==> config.mk <==
export PLATFORM = sky130hd
export DESIGN_NAME = lbrc_ramp
export DESIGN_NICKNAME = d
export VERILOG_FILES = /design/src/verilog/lbrc_pwm_period.v /design/src/verilog/lbrc_ramp.v
export VERILOG_INCLUDE_DIRS = /design/src /design/src/verilog
export SDC_FILE = /design/constraint.sdc
export NUM_CORES = 1
export LEC_CHECK = 0
export BUFFER_PORTS_ARGS = -buffer_cell sky130_fd_sc_hd__buf_2
export CORE_AREA = 5 5 152 154
export DETAILED_ROUTE_END_ITERATION = 12
export DIE_AREA = 0 0 157 159
export GPL_TIMING_DRIVEN = 0
export HOLD_SLACK_MARGIN = 0.06
export PLACE_DENSITY = 0.81
export SYNTH_ARGS = -nofsm -noshare
export SYNTH_HDL_FRONTEND = slang
export SYNTH_SLANG_ARGS = --single-unit
==> constraint.sdc <==
create_clock -name core_clk_in -period 7.4 [get_ports core_clk_in]
set_input_delay 1.11 -clock core_clk_in [delete_from_list [all_inputs] [get_ports core_clk_in]]
set_output_delay 1.11 -clock core_clk_in [all_outputs]
set_load 0.02 [all_outputs]
==> src/verilog/lbrc_map.vh <==
// Register offsets, field positions and reset values of the breathing ramp block
`ifndef LBRC_MAP_VH
`define LBRC_MAP_VH
`define LBRC_ADDR_W 8
`define LBRC_OFF_BOUNDS 8'h04
`define LBRC_OFF_DWELL 8'h08
`define LBRC_OFF_STEPS 8'h0C
`define LBRC_OFF_CTRL 8'h00
`define LBRC_UPPER_MSB 15
`define LBRC_UPPER_LSB 8
`define LBRC_LOWER_MSB 7
`define LBRC_LOWER_LSB 0
`define LBRC_TOP_MSB 23
`define LBRC_TOP_LSB 12
`define LBRC_BOT_MSB 11
`define LBRC_BOT_LSB 0
`define LBRC_CTRL_MODE_MSB 1
`define LBRC_CTRL_MODE_LSB 0
`define LBRC_CTRL_MIRROR 2
`define LBRC_CTRL_RES_MSB 5
`define LBRC_CTRL_RES_LSB 4
`define LBRC_CTRL_COMMIT 6
`define LBRC_MODE_OFF 2'h0
`define LBRC_MODE_BREATHE 2'h1
`define LBRC_MODE_BLINK 2'h2
`define LBRC_MODE_ON 2'h3
`define LBRC_RES_8 2'h0
`define LBRC_RES_7 2'h1
`define LBRC_RES_6 2'h2
`define LBRC_BOUNDS_RST 16'h0000
`define LBRC_DWELL_RST 24'h000000
`define LBRC_STEPS_RST 32'h00000000
`endif

==> src/verilog/lbrc_pwm_period.v <==
// PWM period counter that marks the last cycle of each period
`include "lbrc_map.vh"
module lbrc_pwm_period (
    input wire core_clk_in,
    input wire nrst_in,
    input wire run_in,
    input wire [1:0] res_in,
    input wire [11:0] prescale_in,
    input wire use_prescale_in,
    output reg period_end_out,
    output reg [7:0] count_out
);
    reg [11:0] pre_q;
    reg [7:0] top;
    wire tick;

    always @*
    begin
        case (res_in)
            `LBRC_RES_7: top = 8'h7F;
            `LBRC_RES_6: top = 8'h3F;
            default: top = 8'hFF;
        endcase
    end

    // Blink prescaler divides the base clock into count ticks
    assign tick = !use_prescale_in || (pre_q >= prescale_in);

    always @(posedge core_clk_in)
    begin
        if (!nrst_in || !run_in)
        begin
            pre_q <= 12'h000;
            count_out <= 8'h00;
            period_end_out <= 1'b0;
        end
        else
        begin
            period_end_out <= 1'b0;
            pre_q <= tick ? 12'h000 : pre_q + 12'h001;
            if (tick)
            begin
                if (count_out >= top)
                begin
                    count_out <= 8'h00;
                    period_end_out <= 1'b1;
                end
                else
                begin
                    count_out <= count_out + 8'h01;
                end
            end
        end
    end
endmodule

==> src/verilog/lbrc_ramp.v <==
// Duty-cycle ramp engine with limit, dwell and step registers
`include "lbrc_map.vh"
module lbrc_ramp (
    input wire core_clk_in,
    input wire nrst_in,
    input wire [7:0] addr_in,
    input wire [31:0] wdata_in,
    input wire [3:0] wbe_in,
    input wire wr_in,
    input wire rd_in,
    output reg [31:0] rdata_out,
    output reg pwm_out,
    output reg [7:0] duty_out,
    output wire falling_out,
    output wire period_end_out
);
    reg [15:0] bounds_q;
    reg [15:0] bounds_hold_q;
    reg [23:0] dwell_q;
    reg [23:0] dwell_hold_q;
    reg [31:0] steps_q;
    reg [31:0] steps_hold_q;
    reg [1:0] mode_q;
    reg mirror_q;
    reg [1:0] res_q;
    reg commit_q;
    reg [7:0] duty_q;
    reg falling_q;
    reg [11:0] wait_q;
    reg dwelling_q;
    reg [7:0] top;
    reg [4:0] step;
    reg [3:0] field;
    reg [2:0] seg;
    reg [8:0] sum;
    reg [8:0] sub;
    reg [7:0] up_duty;
    reg [7:0] down_duty;
    reg [31:0] rd_d;
    wire [7:0] pwm_cnt;
    wire run;
    wire wr_bounds;
    wire wr_dwell;
    wire wr_steps;
    wire wr_ctrl;
    wire [7:0] upper;
    wire [7:0] lower;
    wire [11:0] top_dwell;
    wire [11:0] bot_dwell;
    wire at_upper;
    wire at_lower;
    wire pend;

    assign wr_bounds = wr_in && (addr_in == `LBRC_OFF_BOUNDS);
    assign wr_dwell = wr_in && (addr_in == `LBRC_OFF_DWELL);
    assign wr_steps = wr_in && (addr_in == `LBRC_OFF_STEPS);
    assign wr_ctrl = wr_in && (addr_in == `LBRC_OFF_CTRL);
    assign upper = bounds_q[`LBRC_UPPER_MSB:`LBRC_UPPER_LSB];
    assign lower = bounds_q[`LBRC_LOWER_MSB:`LBRC_LOWER_LSB];
    assign top_dwell = dwell_q[`LBRC_TOP_MSB:`LBRC_TOP_LSB];
    assign bot_dwell = dwell_q[`LBRC_BOT_MSB:`LBRC_BOT_LSB];
    assign run = (mode_q == `LBRC_MODE_BREATHE) || (mode_q == `LBRC_MODE_BLINK);

    lbrc_pwm_period u_period (
        .core_clk_in(core_clk_in),
        .nrst_in(nrst_in),
        .run_in(run),
        .res_in(res_q),
        .prescale_in(bot_dwell),
        .use_prescale_in(mode_q == `LBRC_MODE_BLINK),
        .period_end_out(pend),
        .count_out(pwm_cnt)
    );
    assign period_end_out = pend;

    // Range top per resolution
    always @*
    begin
        case (res_q)
            `LBRC_RES_7: top = 8'h7F;
            `LBRC_RES_6: top = 8'h3F;
            default: top = 8'hFF;
        endcase
    end

    // Segment index and step size
    always @*
    begin
        if (mirror_q)
        begin
            seg = duty_q[7:5];
        end
        else
        begin
            seg = {falling_q, duty_q[7:6]};
        end
        field = steps_q[{seg, 2'b00} +: 4];
        case (res_q)
            `LBRC_RES_7: step = {2'b00, field[3:1]} + 5'h01;
            `LBRC_RES_6: step = {3'b000, field[3:2]} + 5'h01;
            default: step = {1'b0, field} + 5'h01;
        endcase
    end

    assign at_upper = duty_q >= upper;
    assign at_lower = duty_q <= lower;

    // Bounds holding register with byte lanes
    always @(posedge core_clk_in)
    begin
        if (!nrst_in)
        begin
            bounds_hold_q <= `LBRC_BOUNDS_RST;
            bounds_q <= `LBRC_BOUNDS_RST;
        end
        else
        begin
            if (wr_bounds && wbe_in[1])
            begin
                bounds_hold_q[15:8] <= wdata_in[15:8];
            end
            if (wr_bounds && wbe_in[0])
            begin
                bounds_hold_q[7:0] <= wdata_in[7:0];
            end
            if (pend)
            begin
                bounds_q <= bounds_hold_q;
            end
        end
    end

    // Dwell and step holding registers, commit and control
    always @(posedge core_clk_in)
    begin
        if (!nrst_in)
        begin
            dwell_hold_q <= `LBRC_DWELL_RST;
            dwell_q <= `LBRC_DWELL_RST;
            steps_hold_q <= `LBRC_STEPS_RST;
            steps_q <= `LBRC_STEPS_RST;
            mode_q <= `LBRC_MODE_OFF;
            mirror_q <= 1'b0;
            res_q <= `LBRC_RES_8;
            commit_q <= 1'b0;
        end
        else
        begin
            if (wr_dwell)
            begin
                dwell_hold_q <= wdata_in[23:0];
            end
            if (wr_steps)
            begin
                steps_hold_q <= wdata_in;
            end
            if (wr_ctrl)
            begin
                mode_q <= wdata_in[`LBRC_CTRL_MODE_MSB:`LBRC_CTRL_MODE_LSB];
                mirror_q <= wdata_in[`LBRC_CTRL_MIRROR];
                res_q <= wdata_in[`LBRC_CTRL_RES_MSB:`LBRC_CTRL_RES_LSB];
            end
            if (pend && commit_q)
            begin
                dwell_q <= dwell_hold_q;
                steps_q <= steps_hold_q;
            end
            // Software set wins over hardware clear
            if (wr_ctrl && wdata_in[`LBRC_CTRL_COMMIT])
            begin
                commit_q <= 1'b1;
            end
            else if (pend && commit_q)
            begin
                commit_q <= 1'b0;
            end
        end
    end

    // Next duty in either direction, clipped to the resolution range
    always @*
    begin
        sum = {1'b0, duty_q} + {4'h0, step};
        sub = {1'b0, duty_q} - {4'h0, step};
        if (sum > {1'b0, top})
        begin
            up_duty = top;
        end
        else
        begin
            up_duty = sum[7:0];
        end
        if (sub[8])
        begin
            down_duty = 8'h00;
        end
        else
        begin
            down_duty = sub[7:0];
        end
    end

    // Breathing state machine on period ends
    // The period that spots the bound is not a dwell period; the dwell periods follow it

    always @(posedge core_clk_in)
    begin
        if (!nrst_in || mode_q == `LBRC_MODE_OFF)
        begin
            duty_q <= 8'h00;
            falling_q <= 1'b0;
            wait_q <= 12'h000;
            dwelling_q <= 1'b0;
        end
        else if (pend && mode_q == `LBRC_MODE_BREATHE)
        begin
            if (dwelling_q)
            begin
                if (wait_q == 12'h000)
                begin
                    dwelling_q <= 1'b0;
                    falling_q <= !falling_q;
                    duty_q <= falling_q ? up_duty : down_duty;
                end
                else
                begin
                    wait_q <= wait_q - 12'h001;
                end
            end
            else if (!falling_q && at_upper)
            begin
                if (top_dwell == 12'h000)
                begin
                    falling_q <= 1'b1;
                    duty_q <= down_duty;
                end
                else
                begin
                    dwelling_q <= 1'b1;
                    wait_q <= top_dwell - 12'h001;
                end
            end
            else if (falling_q && at_lower)
            begin
                if (bot_dwell == 12'h000)
                begin
                    falling_q <= 1'b0;
                    duty_q <= up_duty;
                end
                else
                begin
                    dwelling_q <= 1'b1;
                    wait_q <= bot_dwell - 12'h001;
                end
            end
            else if (falling_q)
            begin
                duty_q <= down_duty;
            end
            else
            begin
                duty_q <= up_duty;
            end
        end
    end

    assign falling_out = falling_q;

    // Output level and effective duty
    always @(posedge core_clk_in)
    begin
        if (!nrst_in)
        begin
            pwm_out <= 1'b0;
            duty_out <= 8'h00;
        end
        else
        begin
            case (mode_q)
                `LBRC_MODE_BREATHE:
                begin
                    pwm_out <= pwm_cnt < duty_q;
                    duty_out <= duty_q;
                end
                `LBRC_MODE_BLINK:
                begin
                    pwm_out <= pwm_cnt < lower;
                    duty_out <= lower;
                end
                `LBRC_MODE_ON:
                begin
                    pwm_out <= 1'b1;
                    duty_out <= top;
                end
                default:
                begin
                    pwm_out <= 1'b0;
                    duty_out <= 8'h00;
                end
            endcase
        end
    end

    // Read mux, data stand one cycle after the strobe
    always @*
    begin
        case (addr_in)
            `LBRC_OFF_CTRL: rd_d = {25'h0, commit_q, res_q, 1'b0, mirror_q, mode_q};
            `LBRC_OFF_BOUNDS: rd_d = {16'h0000, bounds_q};
            `LBRC_OFF_DWELL: rd_d = {8'h00, dwell_q};
            `LBRC_OFF_STEPS: rd_d = steps_q;
            default: rd_d = 32'h00000000;
        endcase
    end

    always @(posedge core_clk_in)
    begin
        if (!nrst_in)
        begin
            rdata_out <= 32'h00000000;
        end
        else
        begin
            rdata_out <= rd_in ? rd_d : 32'h00000000;
        end
    end
endmodule
Word-level counts from Yosys, hierarchy flattened
Cells that the tools add are included.

Output and inout bits: 43. Logic and storage cells: 125. Flip-flop bits (word level): 234. Bits of input ports: 48.

Shift operators: 1. Reductions and logical operators: 33. Order comparisons: 7. Multiplexer cells: 38. Add/sub/neg operators: 10. Bitwise gates (word level): 1. Equal/unequal tests: 14.

Operators by type and width (count): 32-bit one-hot mux with 4 select lines (1); 8-bit two-way mux (11); 12-bit two-way mux (6); 12-bit zero test (3); 12-bit by 1-bit subtractor with 12-bit output (second input constant) (3); 32-bit by 6-bit indexed part select with 4-bit output (1); 8-bit one-hot mux with 3 select lines (1); 8-bit by 4-bit == test with 1-bit output (second input constant) (2); 8-bit >= comparator (2); 8-bit < comparator (2); 8-bit one-hot mux with 2 select lines (1); 1-bit two-way mux (15); 12-bit by 1-bit adder with 12-bit output (second input constant) (1); 12-bit >= comparator (1); 1-bit logical AND (11); 5-bit one-hot mux with 2 select lines (1); 5-bit AND reduction (2); 8-bit by 5-bit adder with 9-bit output (1); 9-bit by 8-bit > comparator with 1-bit output (1); 8-bit by 5-bit subtractor with 9-bit output (1); 8-bit by 1-bit adder with 8-bit output (second input constant) (1); 8-bit by 3-bit == test with 1-bit output (second input constant) (1); 8-bit less-or-equal comparator (1); 8-bit zero test (1); other kinds (21) (33).

Longest topological paths before layout
Word-level depth: 11. Depth in mapped cells: 23. Depth with buffers taken out: 22.

Modules after synthesis
Synthesis repeated with hierarchy kept, for this count alone.

Cells, all modules: 1349. Area, all modules: 11863.9 sq um.

By module, submodules not included: lbrc_ramp (area an instance 10538.9 sq um, cells an instance 1194, instances 1, seq. area each 4264.1 sq um); lbrc_pwm_period (area an instance 1325.0 sq um, cells an instance 155, instances 1, seq. area each 420.4 sq um).

Least setup slack after synthesis
Ideal clock, no wire load.

Path type: reg-to-reg. Start point: register mirror_q. End point: register duty_q[1]. Required time: 7268 ps. Slack: 2097 ps. Path buffers: 1. Arrival time: 5171 ps. Cell stages (with the launch flop): 22. Setup time: 132 ps. Period minus slack after synthesis: 5303 ps. Cells stage by stage: dfxtp_1 -> clkbuf_1 -> mux2i_2 -> mux4_2 -> mux2i_1 -> inv_1 -> ha_1 -> a22o_1 -> mux2_2 -> ha_1 -> a211oi_1 -> o21ai_0 -> a21oi_1 -> nor3_1 -> xnor2_1 -> ha_1 -> nand3_1 -> nor3_1 -> a41o_1 -> nand2_1 -> o311ai_0 -> a21oi_1.

Longest elaborated chain between the ends: 11. Elaborated cells between the ends (all ways): 19. Those cells by class: add/sub: 5; order compare: 1; shift: 1; mux: 12.

RTL lines: from (decl) (line lbrc_ramp.v:24) `reg mirror_q;`; from (signal assigned) (line lbrc_ramp.v:160) `` mirror_q <= wdata_in[`LBRC_CTRL_MIRROR]; ``; 3-bit two-way mux * (line lbrc_ramp.v:89) `if (mirror_q)`; 32-bit by 6-bit indexed part select with 4-bit output * (line lbrc_ramp.v:97) `field = steps_q[{seg, 2'b00} +: 4];`; 4-bit by 1-bit adder with 5-bit output, or another cell as far along (line lbrc_ramp.v:101) `default: step = {1'b0, field} + 5'h01;`; 5-bit one-hot mux with 2 select lines * (line lbrc_ramp.v:98) `case (res_q)`; 8-bit by 5-bit adder with 9-bit output (line lbrc_ramp.v:183) `sum = {1'b0, duty_q} + {4'h0, step};`; 9-bit by 8-bit > comparator with 1-bit output (line lbrc_ramp.v:185) `if (sum > {1'b0, top})`; 8-bit two-way mux (line lbrc_ramp.v:185); 8-bit two-way mux, on equally long branches (line lbrc_ramp.v:256, lbrc_ramp.v:245); 8-bit two-way mux (line lbrc_ramp.v:243) `else if (falling_q && at_lower)`; 8-bit two-way mux (line lbrc_ramp.v:230) `else if (!falling_q && at_upper)`; 8-bit two-way mux * (line lbrc_ramp.v:217) `if (dwelling_q)`; to (signal assigned) (line lbrc_ramp.v:235) `duty_q <= down_duty;`; to (signal assigned) (line lbrc_ramp.v:248) `duty_q <= up_duty;`; to (signal assigned) (line lbrc_ramp.v:258) `duty_q <= down_duty;`; to (decl) (line lbrc_ramp.v:27) `reg [7:0] duty_q;`.

Mark *: on every way between the ends. The rest lies on a longest branch, timed or not. The select of a mux whose other input is x is not followed. A chain may end at the register's enable or synchronous reset.

Worst setup path in the final report
Start point: register mirror_q. End point: register duty_q[3].

Same word-level chain as after synthesis.

==> qor.yml <==
cts_tree: "yes"
grt_pass1_vias: 9689
cp.required_ps: 7780
antenna_found_initial: 0
critPathMaxStageDelay_ps: 780
hold_viol_final: 0
cpMaxStageDelayCell: "mux2i_2"
final_area_um2: 13200
clock-sinks: 234
fp.dieArea_um2: 25000
wl_met1_um: 12900
p_leak_nw: 4.98
fmax_ghz: 0.152
fillers: 1766
synth_area_um2: 11600
hpwl_um: 23900
status: "completed"
rows: 54
num_vias: 10025
hold_path.class: "reg -> reg"
grtUsageTotal: 0.248
ir_drop_mv: 0.183
seq_area_frac_synth: 0.405
clk_pin_slew_ps: 60
synth-edff-count: 0
drive_above_1_share: 0.106
syn-num-nets: 1460
cp.arrival_ps: 6940
netlist_instances: 1340
tightestPinTransition_ps: 1090
placed_cell_area_um2: 12400
worstSetupPathType: "reg -> reg"
gp_congestion: 0.939
r2r_slack_ps: 840
drt_iter0_markers: 742
post_drt_wl_per_cell_um: 18.1
finalSetupViolCount: 0
crit_chain: "clkbuf_1 > mux2i_2 > mux4_2 > mux2i_1 > inv_1 > ha_1 > a22o_1 > mux2_2 > ha_1 > a211oi_1 > o21ai_0 > a21oi_1 > nor3_1 > xnor2_1 > ha_1 > nand3_1 > nor3_1 > a41o_1 > nand2_1 > o311ai_0 > a21oi_1"
overflow: 0
multiInputGateArea_um2: 6410
maxSlewHeadroom: 0.266
hold_buffers: 0
min_period_ps: 6560
drtPass1Iterations: 5
via_per_inst: 5.74
post_cts.repair.setup_buffers: 0
wl_met2_um: 14600
wl_met3_um: 2600
portBuffers: 87
root_buffer: "clkbuf_16"
clock_path_buffers: 3
post-route-drc-count: 0
area_growth_pct: 14.2
fp.dieW_um: 157
clock_latency_ps: 520
powerDensity_nw_per_um2: 198
cts_resized: 0
core_area_um2: 21600
setup_tns_ps: 0
grt_pass1_wl_um: 50500
fp.dieH_um: 159
numCtsBuffers: 24
synth_area_leaders: "dfxtp_1 (40%), nand2_1 (8.8%), ha_1 (7.6%), a21boi_0 (7.3%), mux2i_1 (4.7%)"
synth_seq_cells: 234
fin_nets: 1573
critPathMaxFanout: 8
end_kind: "flop"
skew_ps: 15.4
cp_common_cell: "ha_1"
top_layer_used: "met4"
cp_top_family: "multiplexers"
seq_area_um2: 4680
ys_types: 59
crit_buf_inv: 2
htreeDepth: 1
rsz0062_at_grt: "false"
final_util: 0.613
ys_warn_count: 0
postRouteAntennaNets: 0
top_level_ports: 91
synthFlopType: "dfxtp_1"
antenna_cells: 0
synth_largest_area_cell: "dfxtp_1"
initial_core_util: 0.537
drv_cap: 0
avgSynthCellArea_um2: 8.64
grt_max_degree: 15
synth_top_area_share: 0.405
synthArstFlopShare: 0
wl_um: 31600
drv_slew: 0
fin_crit_sh: 0.886
startpoint_type: "flop"
-- layer usage --
| metal | global-route usage | up-vias |
|---|---|---|
| met3 | 0.0468 | 113 |
| met1 | 0.326 | 4641 |
| met5 | 0 | - |
| met2 | 0.396 | 428 |
| li1 | - | 4843 |
| met4 | 0.109 | 0 |
-- flip-flops by register name, summed over array words and instances (netlist names), 12 cells and up --
register and cells:
rdata_out 32, steps_hold_q 32, steps_q 32, dwell_hold_q 24, dwell_q 24, bounds_hold_q 16
bounds_q 16, u_period.pre_q 12, wait_q 12
-- area by class of cell --
cell class / count / area share
sequential: 234 / 0.354
multi-input combinational: 977 / 0.485
tap: 280 / 0.0265
timing repair buffer: 87 / 0.0329
clock buffer: 32 / 0.0531
clock inverter: 9 / 0.0116
inverter: 60 / 0.0170
buffer: 69 / 0.0197
-- final timing paths --
| kind | from | end | cells after the start |
|---|---|---|---|
| worst max-delay path | mirror_q | duty_q[3] | 21 |
| worst min-delay path | steps_hold_q[19] | steps_q[19] | 2 |
| worst max register to register | mirror_q | duty_q[3] | 21 |
| worst min register to register | steps_hold_q[19] | steps_q[19] | 2 |
-- metrics by stage --
stage	cells	hold slack, ps	worst slack [ps]	power (mW)
2_1_floorplan	1340	441	2100	1.32
3_3_place_gp	1707	447	1140	1.34
3_5_place_dp	1707	458	954	1.34
4_1_cts	1748	449	892	2.63
5_1_grt	1748	482	394	2.70
6_report	1748	464	842	2.61
-- synthesized netlist by cell type, drive strengths merged, types with 7 or more instances --
cell type,number
and2,13
a221oi,10
nand2,272
o21ai,47
ha,70
a21boi,113
dfxtp,234
a31oi,8
nand3,24
nor4,13
a22oi,11
nor3,14
and3,8
nor2b,54
clkbuf,64
nand2b,12
inv,60
xnor2,19
a21o,14
mux4,14
mux2i,55
xor2,7
a21oi,37
nand4,8
a211oi,9
nor2,78
-- worst min-delay path, delay by kind of cell, from the launching register on --
kind | cells | cell delay [ps]
DFF | 1 | 310
AOI/OAI and AO/OA | 1 | 60
and+or+nand+nor | 1 | 50
-- kinds of logic (layout without fill, tap and decap cells) --
family                     count (synthesis)  count (layout)  share of synthesized area
and+or+nand+nor                          511             511                      0.198
adders and majority gates                 72              72                     0.0791
buffers and inverters                    129             257                     0.0419
muxes                                     74              74                     0.0800
xor gates and xnor gates                  26              26                     0.0197
AOI/OAI and AO/OA                        294             294                      0.177
DFF                                      234             234                      0.405
-- placed cells by master, fill, tap and decap left out, types with 5 or more instances in the layout --
cell / count
inv_1: 60
clkbuf_1: 66
a21boi_0: 113
mux2i_1: 54
or4_1: 5
nand4_1: 8
xor2_1: 7
nand2b_1: 12
nor4_1: 13
a211oi_1: 9
xnor2_1: 19
nand3_1: 24
nand2_1: 272
a22oi_1: 11
a21oi_1: 37
dfxtp_1: 234
clkbuf_16: 25
mux2_2: 5
a31oi_1: 8
o31ai_1: 6
mux4_2: 14
o21ai_0: 46
nor2_1: 78
o21a_1: 5
and2_1: 13
a221oi_1: 10
ha_1: 70
nor2b_1: 54
a21o_1: 14
or3_1: 5
buf_2: 88
and3_1: 8
clkbuf_8: 5
nor3_1: 14
-- where the power goes --
| group | internal (mW) | switching [mW] | leakage [nW] |
|---|---|---|---|
| logic | 0.0244 | 0.0317 | 2.68 |
| clock network | 0.802 | 0.496 | 0.415 |
| registers | 1.26 | 0.000320 | 1.88 |
| total | 2.09 | 0.528 | 4.98 |
(Power assumes the default switching activity.)
